$ cat src/inc/uart_feature_pkg.sv
// Constants and carrier types shared by the UART feature logic.
// Assumes one 250 MHz core clock and a synchronous active-high reset.
`default_nettype none
package uart_feature_pkg;
   localparam int unsigned CLK_HZ          = 250_000_000;
   localparam int unsigned OVERSAMPLE      = 16;
   localparam logic [3:0]  IR10_TICKS      = 4'h3;
   localparam logic [3:0]  IR11_TICKS      = 4'h4;
   localparam logic [3:0]  TICK_LAST       = 4'hF;
   localparam logic [2:0]  PAR_FORCE_ZERO  = 3'h7;
   localparam logic [7:0]  RESET_BYTE      = 8'h00;
   localparam logic [3:0]  DELTA_CLEAR     = 4'h0;

   // Configuration bits gathered from the control registers
   typedef struct packed {
      logic       multidrop;      // modem_status_reg bit 6
      logic       ir_fast;        // modem_status_reg bit 7
      logic       enh_en;         // enhanced_function_reg bit 4
      logic       spec_char_en;   // enhanced_function_reg bit 5
      logic [7:0] slave_addr;     // second_pause_char_reg
      logic       ir_en;          // modem_control_reg bit 6
      logic       loopback;       // modem_control_reg bit 4
      logic       sleep_en;       // interrupt_enable_reg bit 4
      logic       wake_int_en;    // fifo_control_reg bit 3
      logic [2:0] parity_field;   // line_control_reg bits 5:3
   } feature_cfg_t;

   // Received character with its ninth bit
   typedef struct packed {
      logic       ninth;
      logic [7:0] data;
   } rx_char_t;

   // Modem inputs, active low on the pins
   typedef struct packed {
      logic cts_n;
      logic dsr_n;
      logic cd_n;
      logic ri_n;
   } modem_in_t;

   typedef enum logic [1:0] {PWR_RUN, PWR_DRAIN, PWR_SLEEP_REG, PWR_SLEEP_PIN} pwr_state_t;
endpackage : uart_feature_pkg
`default_nettype wire

$ cat src/core/ir_pulse_gen.sv
// Infrared pulse encoder for one transmit bit stream.
// Assumes a one-cycle sixteen-times baud tick and a bit-start strobe on the same clock.
`default_nettype none
module ir_pulse_gen
   import uart_feature_pkg::*;
(
   // Clock and reset
   input  wire logic       core_clk,
   input  wire logic       rst,
   // Timing
   input  wire logic       tick16,
   input  wire logic       bit_start,
   // Data and mode
   input  wire logic       tx_bit,
   input  wire logic       ir_fast,
   // Encoded output
   output logic            ir_out_ff
);
   logic [3:0] cnt_ff;
   logic [3:0] nxt_cnt;
   logic [3:0] width;

   assign width = ir_fast ? IR11_TICKS : IR10_TICKS;

   always_comb begin
      nxt_cnt = cnt_ff;
      if (bit_start && !tx_bit) begin
         nxt_cnt = width;
      end else if (tick16 && cnt_ff != 4'h0) begin
         nxt_cnt = cnt_ff - 4'h1;
      end
   end

   always_ff @(posedge core_clk) begin
      if (rst) begin
         cnt_ff    <= 4'h0;
         ir_out_ff <= 1'b0;
      end else begin
         cnt_ff    <= nxt_cnt;
         ir_out_ff <= (nxt_cnt != 4'h0);
      end
   end

   property p_width;
      @(posedge core_clk) disable iff (rst) bit_start && !tx_bit |=> ir_out_ff;
   endproperty
   a_width: assert property (p_width) else $error("ir pulse missing");
   c_ir_pulse: cover property (@(posedge core_clk) disable iff (rst) $fell(ir_out_ff));
endmodule : ir_pulse_gen
`default_nettype wire

$ cat src/core/uart_feature_core.sv
// Multidrop, infrared, sleep and loopback feature logic of the UART core.
// Assumes the serial engine, FIFOs and interrupt logic sit beside it on core_clk.
`default_nettype none
module uart_feature_core
   import uart_feature_pkg::*;
(
   // Clock and reset
   input  wire logic         core_clk,
   input  wire logic         rst,
   // Configuration
   input  wire feature_cfg_t cfg,
   input  wire logic         divisor_nonzero,
   input  wire logic         addr_mark_set,
   // Serial engine
   input  wire logic         tick16,
   input  wire logic         tx_bit_start,
   input  wire logic         tsr_bit,
   input  wire logic         tsr_busy,
   input  wire logic         tsr_load,
   input  wire logic         rsr_busy,
   input  wire logic         rx_char_valid,
   input  wire rx_char_t     rx_char,
   input  wire logic         rts_req,
   input  wire logic         dtr_req,
   // Core status
   input  wire logic         int_pending,
   input  wire logic         tx_fifo_empty,
   input  wire logic         rx_fifo_empty,
   input  wire logic         thr_write,
   input  wire logic         msr_read,
   // Pins
   input  wire logic         rx_pin,
   input  wire modem_in_t    modem_pins,
   input  wire logic         sleep_pin,
   output logic              tx_pin_ff,
   output logic              rts_n_ff,
   output logic              dtr_n_ff,
   output logic              osc_run_ff,
   // Towards the core
   output logic              rx_serial_ff,
   output logic              tx_ninth_ff,
   output logic              addr_mark_ff,
   output logic              rx_push_ff,
   output rx_char_t          rx_push_char_ff,
   output logic              rx_par_err_ff,
   output logic              line_int_ff,
   output logic              rx_enabled_ff,
   output logic [3:0]        modem_delta_ff,
   output logic              wake_int_ff,
   output logic              asleep_ff
);
   // Pin synchronisers
   logic      rx_s1_ff, rx_s2_ff, rx_s3_ff;
   logic      slp_s1_ff, slp_s2_ff;
   modem_in_t mdm_s1_ff, mdm_s2_ff, mdm_s3_ff;

   always_ff @(posedge core_clk) begin
      if (rst) begin
         rx_s1_ff  <= 1'b1;
         rx_s2_ff  <= 1'b1;
         rx_s3_ff  <= 1'b1;
         slp_s1_ff <= 1'b0;
         slp_s2_ff <= 1'b0;
         mdm_s1_ff <= '1;
         mdm_s2_ff <= '1;
         mdm_s3_ff <= '1;
      end else begin
         rx_s1_ff  <= rx_pin;
         rx_s2_ff  <= rx_s1_ff;
         rx_s3_ff  <= rx_s2_ff;
         slp_s1_ff <= sleep_pin;
         slp_s2_ff <= slp_s1_ff;
         mdm_s1_ff <= modem_pins;
         mdm_s2_ff <= mdm_s1_ff;
         mdm_s3_ff <= mdm_s2_ff;
      end
   end

   // Mode decoding
   logic auto_addr, normal_md, ir_fast_sel, rx_idle_lvl;
   assign auto_addr   = cfg.multidrop && cfg.enh_en && cfg.spec_char_en;
   assign normal_md   = cfg.multidrop && cfg.enh_en && !cfg.spec_char_en;
   assign ir_fast_sel = cfg.ir_en && cfg.ir_fast && cfg.enh_en;
   assign rx_idle_lvl = !cfg.ir_en;

   // Infrared receive decode: a light pulse means a zero bit; the line idles low in this mode
   logic rx_line;
   assign rx_line = cfg.ir_en ? !rx_s2_ff : rx_s2_ff;

   // Loopback routing to the receive shift register
   always_ff @(posedge core_clk) begin
      if (rst) begin
         rx_serial_ff <= 1'b1;
      end else begin
         rx_serial_ff <= cfg.loopback ? tsr_bit : rx_line;
      end
   end

   // Infrared encoder; its tick runs at the sixteen-times rate
   logic ir_tx;
   ir_pulse_gen u_ir (
      .core_clk  (core_clk),
      .rst       (rst),
      .tick16    (tick16),
      .bit_start (tx_bit_start),
      .tx_bit    (tsr_bit),
      .ir_fast   (ir_fast_sel),
      .ir_out_ff (ir_tx)
   );

   // Transmit pin and modem outputs
   always_ff @(posedge core_clk) begin
      if (rst) begin
         tx_pin_ff <= 1'b1;
         rts_n_ff  <= 1'b1;
         dtr_n_ff  <= 1'b1;
      end else begin
         if (cfg.loopback) begin
            tx_pin_ff <= 1'b1;
         end else if (cfg.ir_en) begin
            tx_pin_ff <= ir_tx;
         end else begin
            tx_pin_ff <= tsr_bit;
         end
         rts_n_ff <= cfg.loopback ? 1'b1 : !rts_req;
         dtr_n_ff <= cfg.loopback ? 1'b1 : !dtr_req;
      end
   end

   // Transmit address marking; a new mark request wins over the self-clear
   always_ff @(posedge core_clk) begin
      if (rst) begin
         addr_mark_ff <= 1'b0;
         tx_ninth_ff  <= 1'b0;
      end else begin
         if (addr_mark_set) begin
            addr_mark_ff <= 1'b1;
         end else if (tsr_load) begin
            addr_mark_ff <= 1'b0;
         end
         if (tsr_load) begin
            tx_ninth_ff <= addr_mark_ff;
         end
      end
   end

   // Multidrop receive filter
   logic match;
   assign match = rx_char.data == cfg.slave_addr;

   always_ff @(posedge core_clk) begin
      if (rst) begin
         rx_enabled_ff   <= 1'b0;
         rx_push_ff      <= 1'b0;
         rx_push_char_ff <= '0;
         rx_par_err_ff   <= 1'b0;
         line_int_ff     <= 1'b0;
      end else begin
         rx_push_ff  <= 1'b0;
         line_int_ff <= 1'b0;
         if (rx_char_valid) begin
            rx_push_char_ff <= rx_char;
            rx_par_err_ff   <= rx_char.ninth;
            if (auto_addr) begin
               if (rx_char.ninth && match) begin
                  rx_enabled_ff <= 1'b1;
                  rx_push_ff    <= 1'b1;
                  line_int_ff   <= 1'b1;
               end else if (rx_char.ninth) begin
                  rx_enabled_ff <= 1'b0;
               end else begin
                  rx_push_ff <= rx_enabled_ff;
               end
            end else if (normal_md) begin
               rx_push_ff  <= rx_char.ninth || rx_enabled_ff;
               line_int_ff <= rx_char.ninth;
            end else begin
               rx_push_ff <= 1'b1;
            end
         end
      end
   end

   // Modem delta flags; a fresh change wins over the status read clear
   logic [3:0] mdm_chg;
   assign mdm_chg = cfg.loopback ? DELTA_CLEAR : (mdm_s3_ff ^ mdm_s2_ff);

   always_ff @(posedge core_clk) begin
      if (rst) begin
         modem_delta_ff <= DELTA_CLEAR;
      end else begin
         modem_delta_ff <= (msr_read ? DELTA_CLEAR : modem_delta_ff) | mdm_chg;
      end
   end

   // Sleep control
   pwr_state_t st_ff;
   logic       can_sleep, wake_evt, rx_start;

   assign rx_start  = cfg.ir_en ? (!rx_s3_ff && rx_s2_ff) : (rx_s3_ff && !rx_s2_ff);
   assign can_sleep = !int_pending && cfg.sleep_en && modem_delta_ff == DELTA_CLEAR
                      && rx_s2_ff == rx_idle_lvl && divisor_nonzero
                      && tx_fifo_empty && rx_fifo_empty && !tsr_busy && !rsr_busy;
   assign wake_evt  = rx_start || thr_write || (mdm_chg != DELTA_CLEAR);

   always_ff @(posedge core_clk) begin
      if (rst) begin
         st_ff <= PWR_RUN;
      end else begin
         unique case (st_ff)
            PWR_RUN: begin
               if (slp_s2_ff) begin
                  st_ff <= PWR_DRAIN;
               end else if (can_sleep && !wake_evt) begin
                  st_ff <= PWR_SLEEP_REG;
               end
            end
            PWR_DRAIN: begin
               if (!slp_s2_ff) begin
                  st_ff <= PWR_RUN;
               end else if (!tsr_busy && !rsr_busy) begin
                  st_ff <= PWR_SLEEP_PIN;
               end
            end
            PWR_SLEEP_REG: begin
               if (slp_s2_ff) begin
                  st_ff <= PWR_SLEEP_PIN;
               end else if (wake_evt || !cfg.sleep_en || int_pending) begin
                  st_ff <= PWR_RUN;
               end
            end
            PWR_SLEEP_PIN: begin
               if (!slp_s2_ff) begin
                  st_ff <= PWR_RUN;
               end
            end
         endcase
      end
   end

   logic nxt_asleep;
   assign nxt_asleep = st_ff == PWR_SLEEP_REG || st_ff == PWR_SLEEP_PIN;

   always_ff @(posedge core_clk) begin
      if (rst) begin
         asleep_ff   <= 1'b0;
         osc_run_ff  <= 1'b1;
         wake_int_ff <= 1'b0;
      end else begin
         asleep_ff   <= nxt_asleep;
         osc_run_ff  <= !nxt_asleep;
         wake_int_ff <= cfg.wake_int_en && st_ff == PWR_SLEEP_REG && !slp_s2_ff && wake_evt;
      end
   end

   // Assertions
   property p_loop_tx;
      @(posedge core_clk) disable iff (rst) cfg.loopback |=> tx_pin_ff && rts_n_ff && dtr_n_ff;
   endproperty
   a_loop_tx: assert property (p_loop_tx) else $error("loopback pins not at mark");

   property p_loop_rx;
      @(posedge core_clk) disable iff (rst) cfg.loopback |=> rx_serial_ff == $past(tsr_bit);
   endproperty
   a_loop_rx: assert property (p_loop_rx) else $error("loopback path broken");

   property p_drop;
      @(posedge core_clk) disable iff (rst)
         auto_addr && rx_char_valid && !rx_char.ninth && !rx_enabled_ff |=> !rx_push_ff;
   endproperty
   a_drop: assert property (p_drop) else $error("data kept while receiver off");

   property p_match;
      @(posedge core_clk) disable iff (rst)
         auto_addr && rx_char_valid && rx_char.ninth && match |=> rx_push_ff && line_int_ff && rx_enabled_ff;
   endproperty
   a_match: assert property (p_match) else $error("matching address not taken");

   property p_mismatch;
      @(posedge core_clk) disable iff (rst)
         auto_addr && rx_char_valid && rx_char.ninth && !match |=> !rx_push_ff && !rx_enabled_ff;
   endproperty
   a_mismatch: assert property (p_mismatch) else $error("foreign address kept");

   property p_mark;
      @(posedge core_clk) disable iff (rst) addr_mark_ff && tsr_load && !addr_mark_set |=> tx_ninth_ff && !addr_mark_ff;
   endproperty
   a_mark: assert property (p_mark) else $error("address mark not used once");

   property p_no_int_sleep;
      @(posedge core_clk) disable iff (rst) st_ff == PWR_RUN && int_pending && !slp_s2_ff |=> st_ff != PWR_SLEEP_REG;
   endproperty
   a_no_int_sleep: assert property (p_no_int_sleep) else $error("slept with interrupt pending");

   property p_pin_hold;
      @(posedge core_clk) disable iff (rst) st_ff == PWR_SLEEP_PIN && slp_s2_ff |=> st_ff == PWR_SLEEP_PIN;
   endproperty
   a_pin_hold: assert property (p_pin_hold) else $error("pin sleep ended early");

   property p_osc;
      @(posedge core_clk) disable iff (rst) nxt_asleep |=> !osc_run_ff;
   endproperty
   a_osc: assert property (p_osc) else $error("oscillator runs in sleep");

   property p_wake_int;
      @(posedge core_clk) disable iff (rst) !cfg.wake_int_en |=> !wake_int_ff;
   endproperty
   a_wake_int: assert property (p_wake_int) else $error("wake interrupt while disabled");

   // Checked against the raw enable, divisor and FIFO inputs, not can_sleep, so a break in those terms cannot hide
   property p_sleep_gate;
      @(posedge core_clk) disable iff (rst)
         st_ff == PWR_RUN && !(cfg.sleep_en && divisor_nonzero && tx_fifo_empty && rx_fifo_empty)
         |=> st_ff != PWR_SLEEP_REG;
   endproperty
   a_sleep_gate: assert property (p_sleep_gate) else $error("register sleep without its conditions");

   property p_reg_wake;
      @(posedge core_clk) disable iff (rst)
         st_ff == PWR_SLEEP_REG && !slp_s2_ff && thr_write |=> st_ff == PWR_RUN;
   endproperty
   a_reg_wake: assert property (p_reg_wake) else $error("transmit write did not wake");

   property p_drain;
      @(posedge core_clk) disable iff (rst)
         st_ff == PWR_DRAIN && (tsr_busy || rsr_busy) |=> st_ff != PWR_SLEEP_PIN;
   endproperty
   a_drain: assert property (p_drain) else $error("pin sleep before shifters idle");

   property p_normal_addr;
      @(posedge core_clk) disable iff (rst)
         normal_md && rx_char_valid && rx_char.ninth |=> rx_push_ff && line_int_ff && rx_par_err_ff;
   endproperty
   a_normal_addr: assert property (p_normal_addr) else $error("address byte not flagged");

   property p_loop_delta;
      @(posedge core_clk) disable iff (rst) cfg.loopback && !msr_read |=> $stable(modem_delta_ff);
   endproperty
   a_loop_delta: assert property (p_loop_delta) else $error("modem input seen in loopback");

   property p_ir_rx;
      @(posedge core_clk) disable iff (rst)
         cfg.ir_en && !cfg.loopback |=> rx_serial_ff != $past(rx_s2_ff);
   endproperty
   a_ir_rx: assert property (p_ir_rx) else $error("infrared receive not inverted");

   property p_delta_clear;
      @(posedge core_clk) disable iff (rst)
         msr_read && mdm_chg == DELTA_CLEAR |=> modem_delta_ff == DELTA_CLEAR;
   endproperty
   a_delta_clear: assert property (p_delta_clear) else $error("status read left deltas");

   c_reg_sleep: cover property (@(posedge core_clk) disable iff (rst) st_ff == PWR_SLEEP_REG);
   c_pin_sleep: cover property (@(posedge core_clk) disable iff (rst) st_ff == PWR_SLEEP_PIN);
   c_match:     cover property (@(posedge core_clk) disable iff (rst) auto_addr && rx_push_ff);
   c_loop:      cover property (@(posedge core_clk) disable iff (rst) cfg.loopback && rx_serial_ff == 1'b0);
endmodule : uart_feature_core
`default_nettype wire

$ cat config.mk
export PLATFORM = sky130hd
export DESIGN_NAME = uart_feature_core
export DESIGN_NICKNAME = d
export VERILOG_FILES = /design/src/inc/uart_feature_pkg.sv /design/src/core/ir_pulse_gen.sv /design/src/core/uart_feature_core.sv
export SDC_FILE = /design/constraint.sdc
export NUM_CORES = 1
export LEC_CHECK = 0
export BUFFER_PORTS_ARGS = -buffer_cell sky130_fd_sc_hd__buf_2
export CORE_MARGIN = 10
export CORE_UTILIZATION = 48
export DETAILED_ROUTE_END_ITERATION = 6
export PLACE_DENSITY_LB_ADDON = 0.3
export SYNTH_ARGS = -nofsm -noshare
export SYNTH_HDL_FRONTEND = slang
export SYNTH_SLANG_ARGS = --single-unit
$ cat constraint.sdc
create_clock -name core_clk -period 1.95 [get_ports core_clk]
set_input_delay 0.0975 -clock core_clk [delete_from_list [all_inputs] [get_ports core_clk]]
set_output_delay 0.0975 -clock core_clk [all_outputs]
set_load 0.05 [all_outputs]
==> results of run 1 <==
-- cell families (layout without fill, tap and decap cells) --
kind of cell / after synthesis / count (layout) / synth area share
AO/OA/AOI/OAI: 27 / 27 / 0.0923
adder cells (fa/ha/maj): 6 / 6 / 0.0372
buffers and inverters: 18 / 102 / 0.0353
XOR/XNOR: 15 / 15 / 0.0650
flip-flops: 49 / 49 / 0.485
multiplexers: 15 / 15 / 0.0768
AND/OR/NAND/NOR: 79 / 79 / 0.208
-- routing by layer --
metal	routed length (um)	vias up	share of wire
met5	0	-	0
met4	57	0	0.012
met3	423	6	0.093
met2	2060	68	0.45
met1	2020	731	0.44
li1	-	864	-
-- cells in the mapped netlist --
| cell type | count | area share |
|---|---|---|
| nor3_1 | 3 | 0.0074 |
| o311ai_0 | 1 | 0.0043 |
| nor4_1 | 1 | 0.0031 |
| xor2_1 | 2 | 0.0087 |
| dfxtp_1 | 49 | 0.49 |
| a31o_2 | 1 | 0.0043 |
| a21oi_1 | 10 | 0.025 |
| and3b_1 | 2 | 0.0087 |
| and3_1 | 1 | 0.0031 |
| and4b_1 | 1 | 0.0050 |
| nor4b_4 | 1 | 0.012 |
| clkbuf_1 | 6 | 0.011 |
| a41oi_1 | 2 | 0.0087 |
| o31ai_2 | 1 | 0.0062 |
| inv_1 | 10 | 0.019 |
| nand2_1 | 10 | 0.019 |
| nand4_1 | 2 | 0.0062 |
| o21ai_0 | 3 | 0.0074 |
| mux2_4 | 1 | 0.0074 |
| or2_2 | 15 | 0.046 |
| nand2b_1 | 4 | 0.012 |
| buf_4 | 1 | 0.0037 |
| nand3b_1 | 2 | 0.0074 |
| a22oi_1 | 1 | 0.0037 |
| a2111oi_0 | 1 | 0.0043 |
| mux2i_1 | 14 | 0.069 |
| o22ai_1 | 1 | 0.0031 |
| nand4b_1 | 1 | 0.0043 |
| nor2_1 | 30 | 0.056 |
| or3_1 | 1 | 0.0031 |
| a31oi_1 | 3 | 0.0093 |
| a41o_1 | 1 | 0.0050 |
| buf_1 | 1 | 0.0019 |
| ha_1 | 6 | 0.037 |
| xnor2_1 | 13 | 0.056 |
| a221oi_2 | 1 | 0.0074 |
| nor2b_1 | 4 | 0.012 |
| nand3_1 | 1 | 0.0025 |
| o21a_1 | 1 | 0.0037 |
-- where the power goes --
| group | total, W | leakage [nW] | internal [W] | switching (W) |
|---|---|---|---|---|
| sequential | 0.00110 | 0.404 | 0.00106 | 0.0000347 |
| combinational | 0.000475 | 0.769 | 0.000197 | 0.000279 |
| clock | 0.000740 | 0.0574 | 0.000417 | 0.000323 |
| total | 0.00231 | 1.23 | 0.00168 | 0.000636 |
-- state kept, by name, summed over array words and instances, names as in the netlist, 2 cells and up --
signal           cells
rx_push_char_ff      8
mdm_s1_ff            4
mdm_s2_ff            4
mdm_s3_ff            4
modem_delta_ff       4
u_ir.cnt_ff          4
st_ff                2
-- final cells by class --
class | count | area, sq um | share of cell area
Clock buffer | 6 | 82.6 | 0.0313
Clock inverter | 2 | 37.5 | 0.0142
Inverter | 10 | 37.5 | 0.0142
Multi-Input combinational cell | 142 | 968 | 0.367
Sequential cell | 49 | 981 | 0.372
Tap cell | 50 | 62.6 | 0.0237
Timing Repair Buffer | 84 | 468 | 0.177
-- path summary, 6_finish.rpt --
| kind | startpoint | to | depth (start not counted) |
|---|---|---|---|
| setup / recovery | rx_s2_ff | st_ff[1] | 5 |
| hold / removal | tsr_bit | rx_serial_ff | 3 |
| setup reg to reg | rx_s2_ff | st_ff[1] | 5 |
| hold reg to reg | mdm_s1_ff[1] | mdm_s2_ff[1] | 1 |
-- worst max-delay path, cell delays in order, from the launching register on --
cell and delay (ns):
dfxtp_1 0.35, nor2b_1 0.15, a221oi_2 0.30, a41oi_1 0.18, o22ai_1 0.22, mux2_4 0.32
-- per-stage QoR --
stage	std cells	util	hold WS (ns)	cell area (sq um)
4_1_cts	343	0.655	0.0410	2640
3_3_place_gp	326	0.602	0.264	2430
5_1_grt	343	0.655	0.0408	2640
2_1_floorplan	209	-	0.159	2020
3_5_place_dp	326	0.602	0.270	2430
6_report	343	0.655	0.0557	2640
==> flow_summary.ini, run 1 <==
[power]
finalPower_w = 0.00231
leakage_nw = 1.23
powerDensity_mw_per_mm2 = 877
max-vdd-ir-drop_uv = 550

[sta]
min_period_ns = 1.62
fmax_mhz = 618
tightest_slew_ns = 0.711
finalCritPeriodShare = 0.830
slew_violations = 0
setup_slack_ns = 0.332
fin_worst_skew_ns = 0.00334
hold_viol_final = 0
setup_tns_ns = 0
slew_headroom = 0.526
rsz0062_at_grt = no
setup_viol = 0

[global_routing]
grt_pass1_wl_um = 7570
met1_usage = 0.138
grt-busiest-layer = met2
grt_use_met3 = 0.0612
track_usage = 0.126
grt_max_degree = 47
antenna_found_initial = 0
grt_remaining_overflow = 0
grt_pass1_vias = 1730
met2_usage = 0.207

[final_layout]
antenna_cells = 0
drive_gt1_frac = 0.352
final_common_cell = buf_2
layout_common_cells = buf_2 (74), dfxtp_1 (49), nor2_1 (30)
n_fill_cell = 351
nNetsFinal = 350
synthToLayoutAreaGrowth_pct = 30.5

[floorplanning]
dieWidth_um = 84.9
die_area_sq_mm = 0.00720
die_h_um = 84.9
rows = 23
fp.coreArea_sq_mm = 0.00403
io_pins = 78
initial_core_util = 0.502

[detailed_routing]
wire_per_inst_um = 13.3
ant_nets = 0
dr.pass1.iters = 4
vias_per_cell = 4.87
drt-total-wl_um = 4560
drc = 0
vias = 1669
drt_iter0_markers = 71

[worst_setup_path]
critPathLaunchType = register
path_max_fanout = 4
worstPathArrival_ns = 1.81
rrSetupSlack_ns = 0.33
required_ns = 2.14
cp-end-kind = register
crit_type = reg -> reg

[synthesis]
netlist_area_sq_mm = 0.00202
syn_avg_cell_area_sq_um = 9.67
yosys_warnings = 0
syn-num-nets = 267
seq_area_frac_synth = 0.485
ys_types = 39
synth_seq_cells = 49
syn-instance-count = 209

[cts]
cts_tree = done
hold_buffers = 9
clkSinkCount = 49
htreeDepth = 2
path_clk_slew_ns = 0.09
cts_max_path_buffers = 2
cts_resized = 0
ctsRootBufferMaster = clkbuf_8
cts_made_buffers = 5
clkLatencyLatePin_ns = 0.30
cts_setup_buffers = 0

[placement]
dp_hpwl_um = 3510
place_worst_setup_slack_ns = 0.363
port_buffers = 74
gp_congestion = 0.821

[worst_hold_path]
hp-class = in -> reg

[job]
maxCapViolations = 0

[run_status]
outcome = complete, no violations
(Power assumes the default switching activity.)
==> run 2, diff against run 1 <==
==> constraint.sdc (replaced) <==
create_clock -name core_clk -period 1.5 [get_ports core_clk]
set_input_delay 0.075 -clock core_clk [delete_from_list [all_inputs] [get_ports core_clk]]
set_output_delay 0.075 -clock core_clk [all_outputs]
set_load 0.05 [all_outputs]
==> flow_summary.ini, run 2 (synthesis gave the netlist of run 1 again) <==
[final_layout]
layout_common_cells = buf_2 (74), dfxtp_1 (39), nor2_1 (30)
finalInstanceArea_sq_mm = 0.00281
n_fill_cell = 318
final_common_cell = buf_2
stdcell_count = 350
antenna_cells = 0
largest-register = rx_push_char_ff
largest_reg_flops = 8
nNetsFinal = 357
synthToLayoutAreaGrowth_pct = 39.3
drive_gt1_frac = 0.437

[worst_setup_path]
max_stage_delay_ns = 0.34
cp-end-kind = register
critPathLaunchType = register
path_delay_family = simple AND/OR/NAND/NOR gates
path_cells = nor2b_4, a221oi_4, and4b_1, o22ai_2, mux2_4
required_ns = 1.69
rrSetupSlack_ns = -0.02
critPathSlowestCell = dfxtp_2
worstPathArrival_ns = 1.71
path_max_fanout = 4
r2r-start = rx_s2_ff
crit_type = reg -> reg
crit_buf_inv = 0
startpoint = rx_s2_ff

[floorplanning]
initial_core_util = 0.502
rows = 23
io_pins = 78
fp.coreArea_sq_mm = 0.00403
die_area_sq_mm = 0.00720
dieWidth_um = 84.9
die_h_um = 84.9

[sta]
min_period_ns = 1.52
setup_viol = 1
fmax_mhz = 656
setup_tns_ns = -0.0247
hold_viol_final = 0
rsz0062_at_grt = yes
fin_worst_skew_ns = 0.00233
setup_slack_ns = -0.0247
slew_violations = 0
finalCritPeriodShare = 1.02
tightest_slew_ns = 0.514
slew_headroom = 0.657

[placement]
place_worst_setup_slack_ns = -0.0967
dpl.cell_count = 332
dpl-instance-area_sq_mm = 0.00249
dp_hpwl_um = 3620
port_buffers = 74
gp_congestion = 0.878

[cts]
cts_tree = done
clkLatencyLatePin_ns = 0.29
cts_max_path_buffers = 2
htreeDepth = 2
clkSinkCount = 49
cts_made_buffers = 5
path_clk_slew_ns = 0.08
ctsRootBufferMaster = clkbuf_8

[detailed_routing]
drc = 0
wl_met1_um = 2040
drt_iter0_markers = 84
ant_nets = 0
wire_per_inst_um = 13.9
vias = 1710
dr.pass1.iters = 4
vias_per_cell = 4.89
dr_wl_met3_um = 434
dr.max_layer_used = met4
drt-total-wl_um = 4860
met2_length_um = 2330

[global_routing]
track_usage = 0.129
grt_max_degree = 30
grt_pass1_wl_um = 7710
grt_pass1_vias = 1707
grt_remaining_overflow = 0
antenna_found_initial = 0

[power]
powerDensity_mw_per_mm2 = 1090
leakage_nw = 1.30
max-vdd-ir-drop_uv = 582

[run_status]
failed_checks = setup timing
outcome = finished, violations left

[job]
maxCapViolations = 0

[worst_hold_path]
hp-start = rx_char[1]
hp-class = in -> reg
==> run 2: changes by cell type in the layout (fill, tap and decap cells not counted), sizes merged <==
cell,before,now
clkbuf,6,7
buf,75,82
clkinvlp,1,0
==> run 2: worst register-to-register path, delay by kind of cell (launching register included) <==
kind	cells	cell delay, ns
simple gates	2	0.39
flops	1	0.34
compound gates	2	0.39
mux	1	0.30
==> run 2: area by class of cell <==
type | count | area (sq um) | area share
clock buffer | 7 | 86.3 | 0.0307
clock inverter | 1 | 30.0 | 0.0107
inverter | 10 | 37.5 | 0.0133
multi-input combinational | 142 | 1070 | 0.381
sequential | 49 | 998 | 0.355
tap | 50 | 62.6 | 0.0222
timing repair buffer | 91 | 528 | 0.188
==> run 2: metrics by stage <==
step	utilization	total power, W	hold slack, ns
floorplan	-	0.00189	0.137
global placement	0.618	0.00208	0.240
detailed placement	0.618	0.00210	0.259
CTS	0.682	0.00308	0.0242
global route	0.698	0.00324	0.0455
finish	0.698	0.00308	0.0393
==> run 2: layer usage <==
layer	track usage	vias up
li1	-	878
met1	0.140	773
met2	0.210	53
met3	0.0650	6
met4	0.0539	0
met5	0	-
==> run 2: repair_timing <==
| action | in CTS | in global routing |
|---|---|---|
| hold buffers | 9 | 0 |
| resized for setup | 10 | 16 |
| endpoints found under the setup margin | 3 | 6 |
| endpoints found under the hold margin | 9 | 0 |
| pin swaps | 4 | 8 |
| buffers inserted | 1 | 0 |
==> run 2: worst paths after layout <==
path                        endpoint  depth (start not counted)
hold / removal    rx_push_char_ff[1]                          3
setup / recovery            st_ff[1]                          5
hold reg to reg         mdm_s2_ff[2]                          1
setup reg to reg            st_ff[1]                          5
==> run 2: report_power, final <==
part,internal [W],switching (W),leakage (nW)
clock network,0.000543,0.000399,0.0585
registers,0.00138,0.0000497,0.404
logic,0.000314,0.000393,0.838
==> run 3, diff against run 2 <==
--- a/config.mk
+++ b/config.mk
@@ -9,7 +9,7 @@
 export CORE_MARGIN = 10
 export CORE_UTILIZATION = 48
 export DETAILED_ROUTE_END_ITERATION = 6
-export PLACE_DENSITY_LB_ADDON = 0.3
+export PLACE_DENSITY_LB_ADDON = 0.05
 export SYNTH_ARGS = -nofsm -noshare
 export SYNTH_HDL_FRONTEND = slang
 export SYNTH_SLANG_ARGS = --single-unit
==> flow_summary.ini, run 3 (synthesis gave the netlist of run 1 again) <==
[run_status]
outcome = finished, violations left
failed_checks = setup timing

[detailed_routing]
met2_length_um = 2260
dr_wl_met3_um = 325
drt-total-wl_um = 4780
wl_met1_um = 2130
wire_per_inst_um = 13.7
dr.max_layer_used = met4
ant_nets = 0
drc = 0
vias_per_cell = 4.90
vias = 1715
dr.pass1.iters = 4
drt_iter0_markers = 29

[final_layout]
antenna_cells = 0
synthToLayoutAreaGrowth_pct = 37.2
layout_common_cells = buf_2 (74), dfxtp_1 (41), nor2_1 (30)
largest-register = rx_push_char_ff
n_fill_cell = 338
nNetsFinal = 357
stdcell_count = 350
multi_input_area_sq_mm = 0.00104
drive_gt1_frac = 0.423
final_common_cell = buf_2
largest_reg_flops = 8
seqCellArea_sq_um = 996

[global_routing]
track_usage = 0.130
grt_remaining_overflow = 0
grt_max_degree = 26
grt_pass1_wl_um = 7890
grt_pass1_vias = 1769
antenna_found_initial = 0

[placement]
port_buffers = 74
dpl.cell_count = 333
dp_hpwl_um = 3680
gp_congestion = 0.760

[worst_setup_path]
path_max_fanout = 3
crit_buf_inv = 0
path_delay_family = compound AO/OA/AOI/OAI gates
required_ns = 1.69
critPathSlowestCell = dfxtp_2
r2r_cells = 5
cp-end-kind = register
rrSetupSlack_ns = -0.05
max_stage_delay_ns = 0.33
critPathLaunchType = register
worstPathArrival_ns = 1.74
r2r-end = st_ff[1]
path_cells = xnor2_1, a41o_1, and4b_1, o22ai_2, mux2_4
crit_type = reg -> reg
r2r-start = mdm_s2_ff[0]

[job]
maxCapViolations = 0

[cts]
clkLatencyLatePin_ns = 0.30
htreeDepth = 2
cts_tree = done
ctsRootBufferMaster = clkbuf_8
cts_made_buffers = 5
cts_max_path_buffers = 2
clkSinkCount = 49
path_clk_slew_ns = 0.08

[sta]
slew_headroom = 0.718
hold_viol_final = 0
setup_viol = 1
tightest_slew_ns = 0.423
finalCritPeriodShare = 1.03
fin_hold_ws_ns = 0.0211
setup_slack_ns = -0.0477
fin_worst_skew_ns = 0.00489
min_period_ns = 1.55
slew_violations = 0
setup_tns_ns = -0.0477
rsz0062_at_grt = yes
fmax_mhz = 646

[floorplanning]
rows = 23
fp.coreArea_sq_mm = 0.00403
initial_core_util = 0.502
die_area_sq_mm = 0.00720
dieWidth_um = 84.9
io_pins = 78
die_h_um = 84.9

[worst_hold_path]
whs_path_depth = 3
min_to = tx_pin_ff
hp-start = tsr_bit
hp-class = in -> reg

[power]
seqPwrFrac = 0.482
powerDensity_mw_per_mm2 = 1070
pwr-share-clk = 0.279
combPwrFrac = 0.239
p_sw_frac = 0.287
internal-power_w = 0.00212
leakage_nw = 1.29
p_switching_w = 0.000850
max-vdd-ir-drop_uv = 591
==> run 3: worst max-delay path by stage <==
stage | startpoint | endpoint | slack [ns] | depth (start not counted)
6_report | mdm_s2_ff[0] | st_ff[1] | -0.05 | 5
5_1_grt | rx_s2_ff | st_ff[1] | -0.09 | 5
4_1_cts | rx_s2_ff | st_ff[1] | -0.03 | 5
3_5_place_dp | rx_s2_ff | st_ff[1] | -0.11 | 5
3_3_place_gp | rx_s2_ff | st_ff[1] | -0.04 | 5
2_1_floorplan | modem_delta_ff[1] | st_ff[1] | -0.007 | 5
==> run 3: area by class of cell <==
class,instances,area share
flip-flops and latches,49,0.359
clock inverters,1,0.00181
clock buffers,7,0.0348
inverters,10,0.0135
well taps,50,0.0226
repair buffers,91,0.194
multi-input cells,142,0.374
==> run 3: power by group through the flow <==
stage / Sequential [W] / Clock, W / Combinational, W
after global routing: 0.00144 / 0.000910 / 0.000772
after CTS: 0.00143 / 0.000853 / 0.000691
after global placement: 0.00145 / 0 / 0.000644
after detailed placement: 0.00146 / 0 / 0.000657
after floorplan: 0.00158 / 0 / 0.000301
final: 0.00143 / 0.000827 / 0.000709
==> run 3: metal layers <==
| layer | vias up | track usage |
|---|---|---|
| met3 | 6 | 0.0535 |
| met5 | - | 0 |
| met4 | 0 | 0.0449 |
| li1 | 879 | - |
| met1 | 774 | 0.150 |
| met2 | 56 | 0.211 |
==> run 3: tightest hold or removal path, stage by stage <==
cell and delay, ns:
buf_2 0.10, mux2i_1 0.06, nand2_1 0.05
==> run 3: what timing repair did <==
item / in CTS / in global routing
endpoints found under the hold margin: 9 / 0
hold buffers: 9 / 0
setup endpoints to repair: 3 / 6
gates resized for setup: 8 / 10
pin swaps: 3 / 7
cloned: 0 / 0
setup buffers: 0 / 0
==> run 3: through the flow <==
stage / total power (W) / util / area [sq um] / worst slack [ns]
floorplan: 0.00189 / - / 2040 / -0.00721
global placement: 0.00210 / 0.623 / 2510 / -0.0400
detailed placement: 0.00211 / 0.623 / 2510 / -0.111
CTS: 0.00297 / 0.680 / 2740 / -0.0293
global route: 0.00312 / 0.688 / 2770 / -0.0885
finish: 0.00297 / 0.688 / 2770 / -0.0477
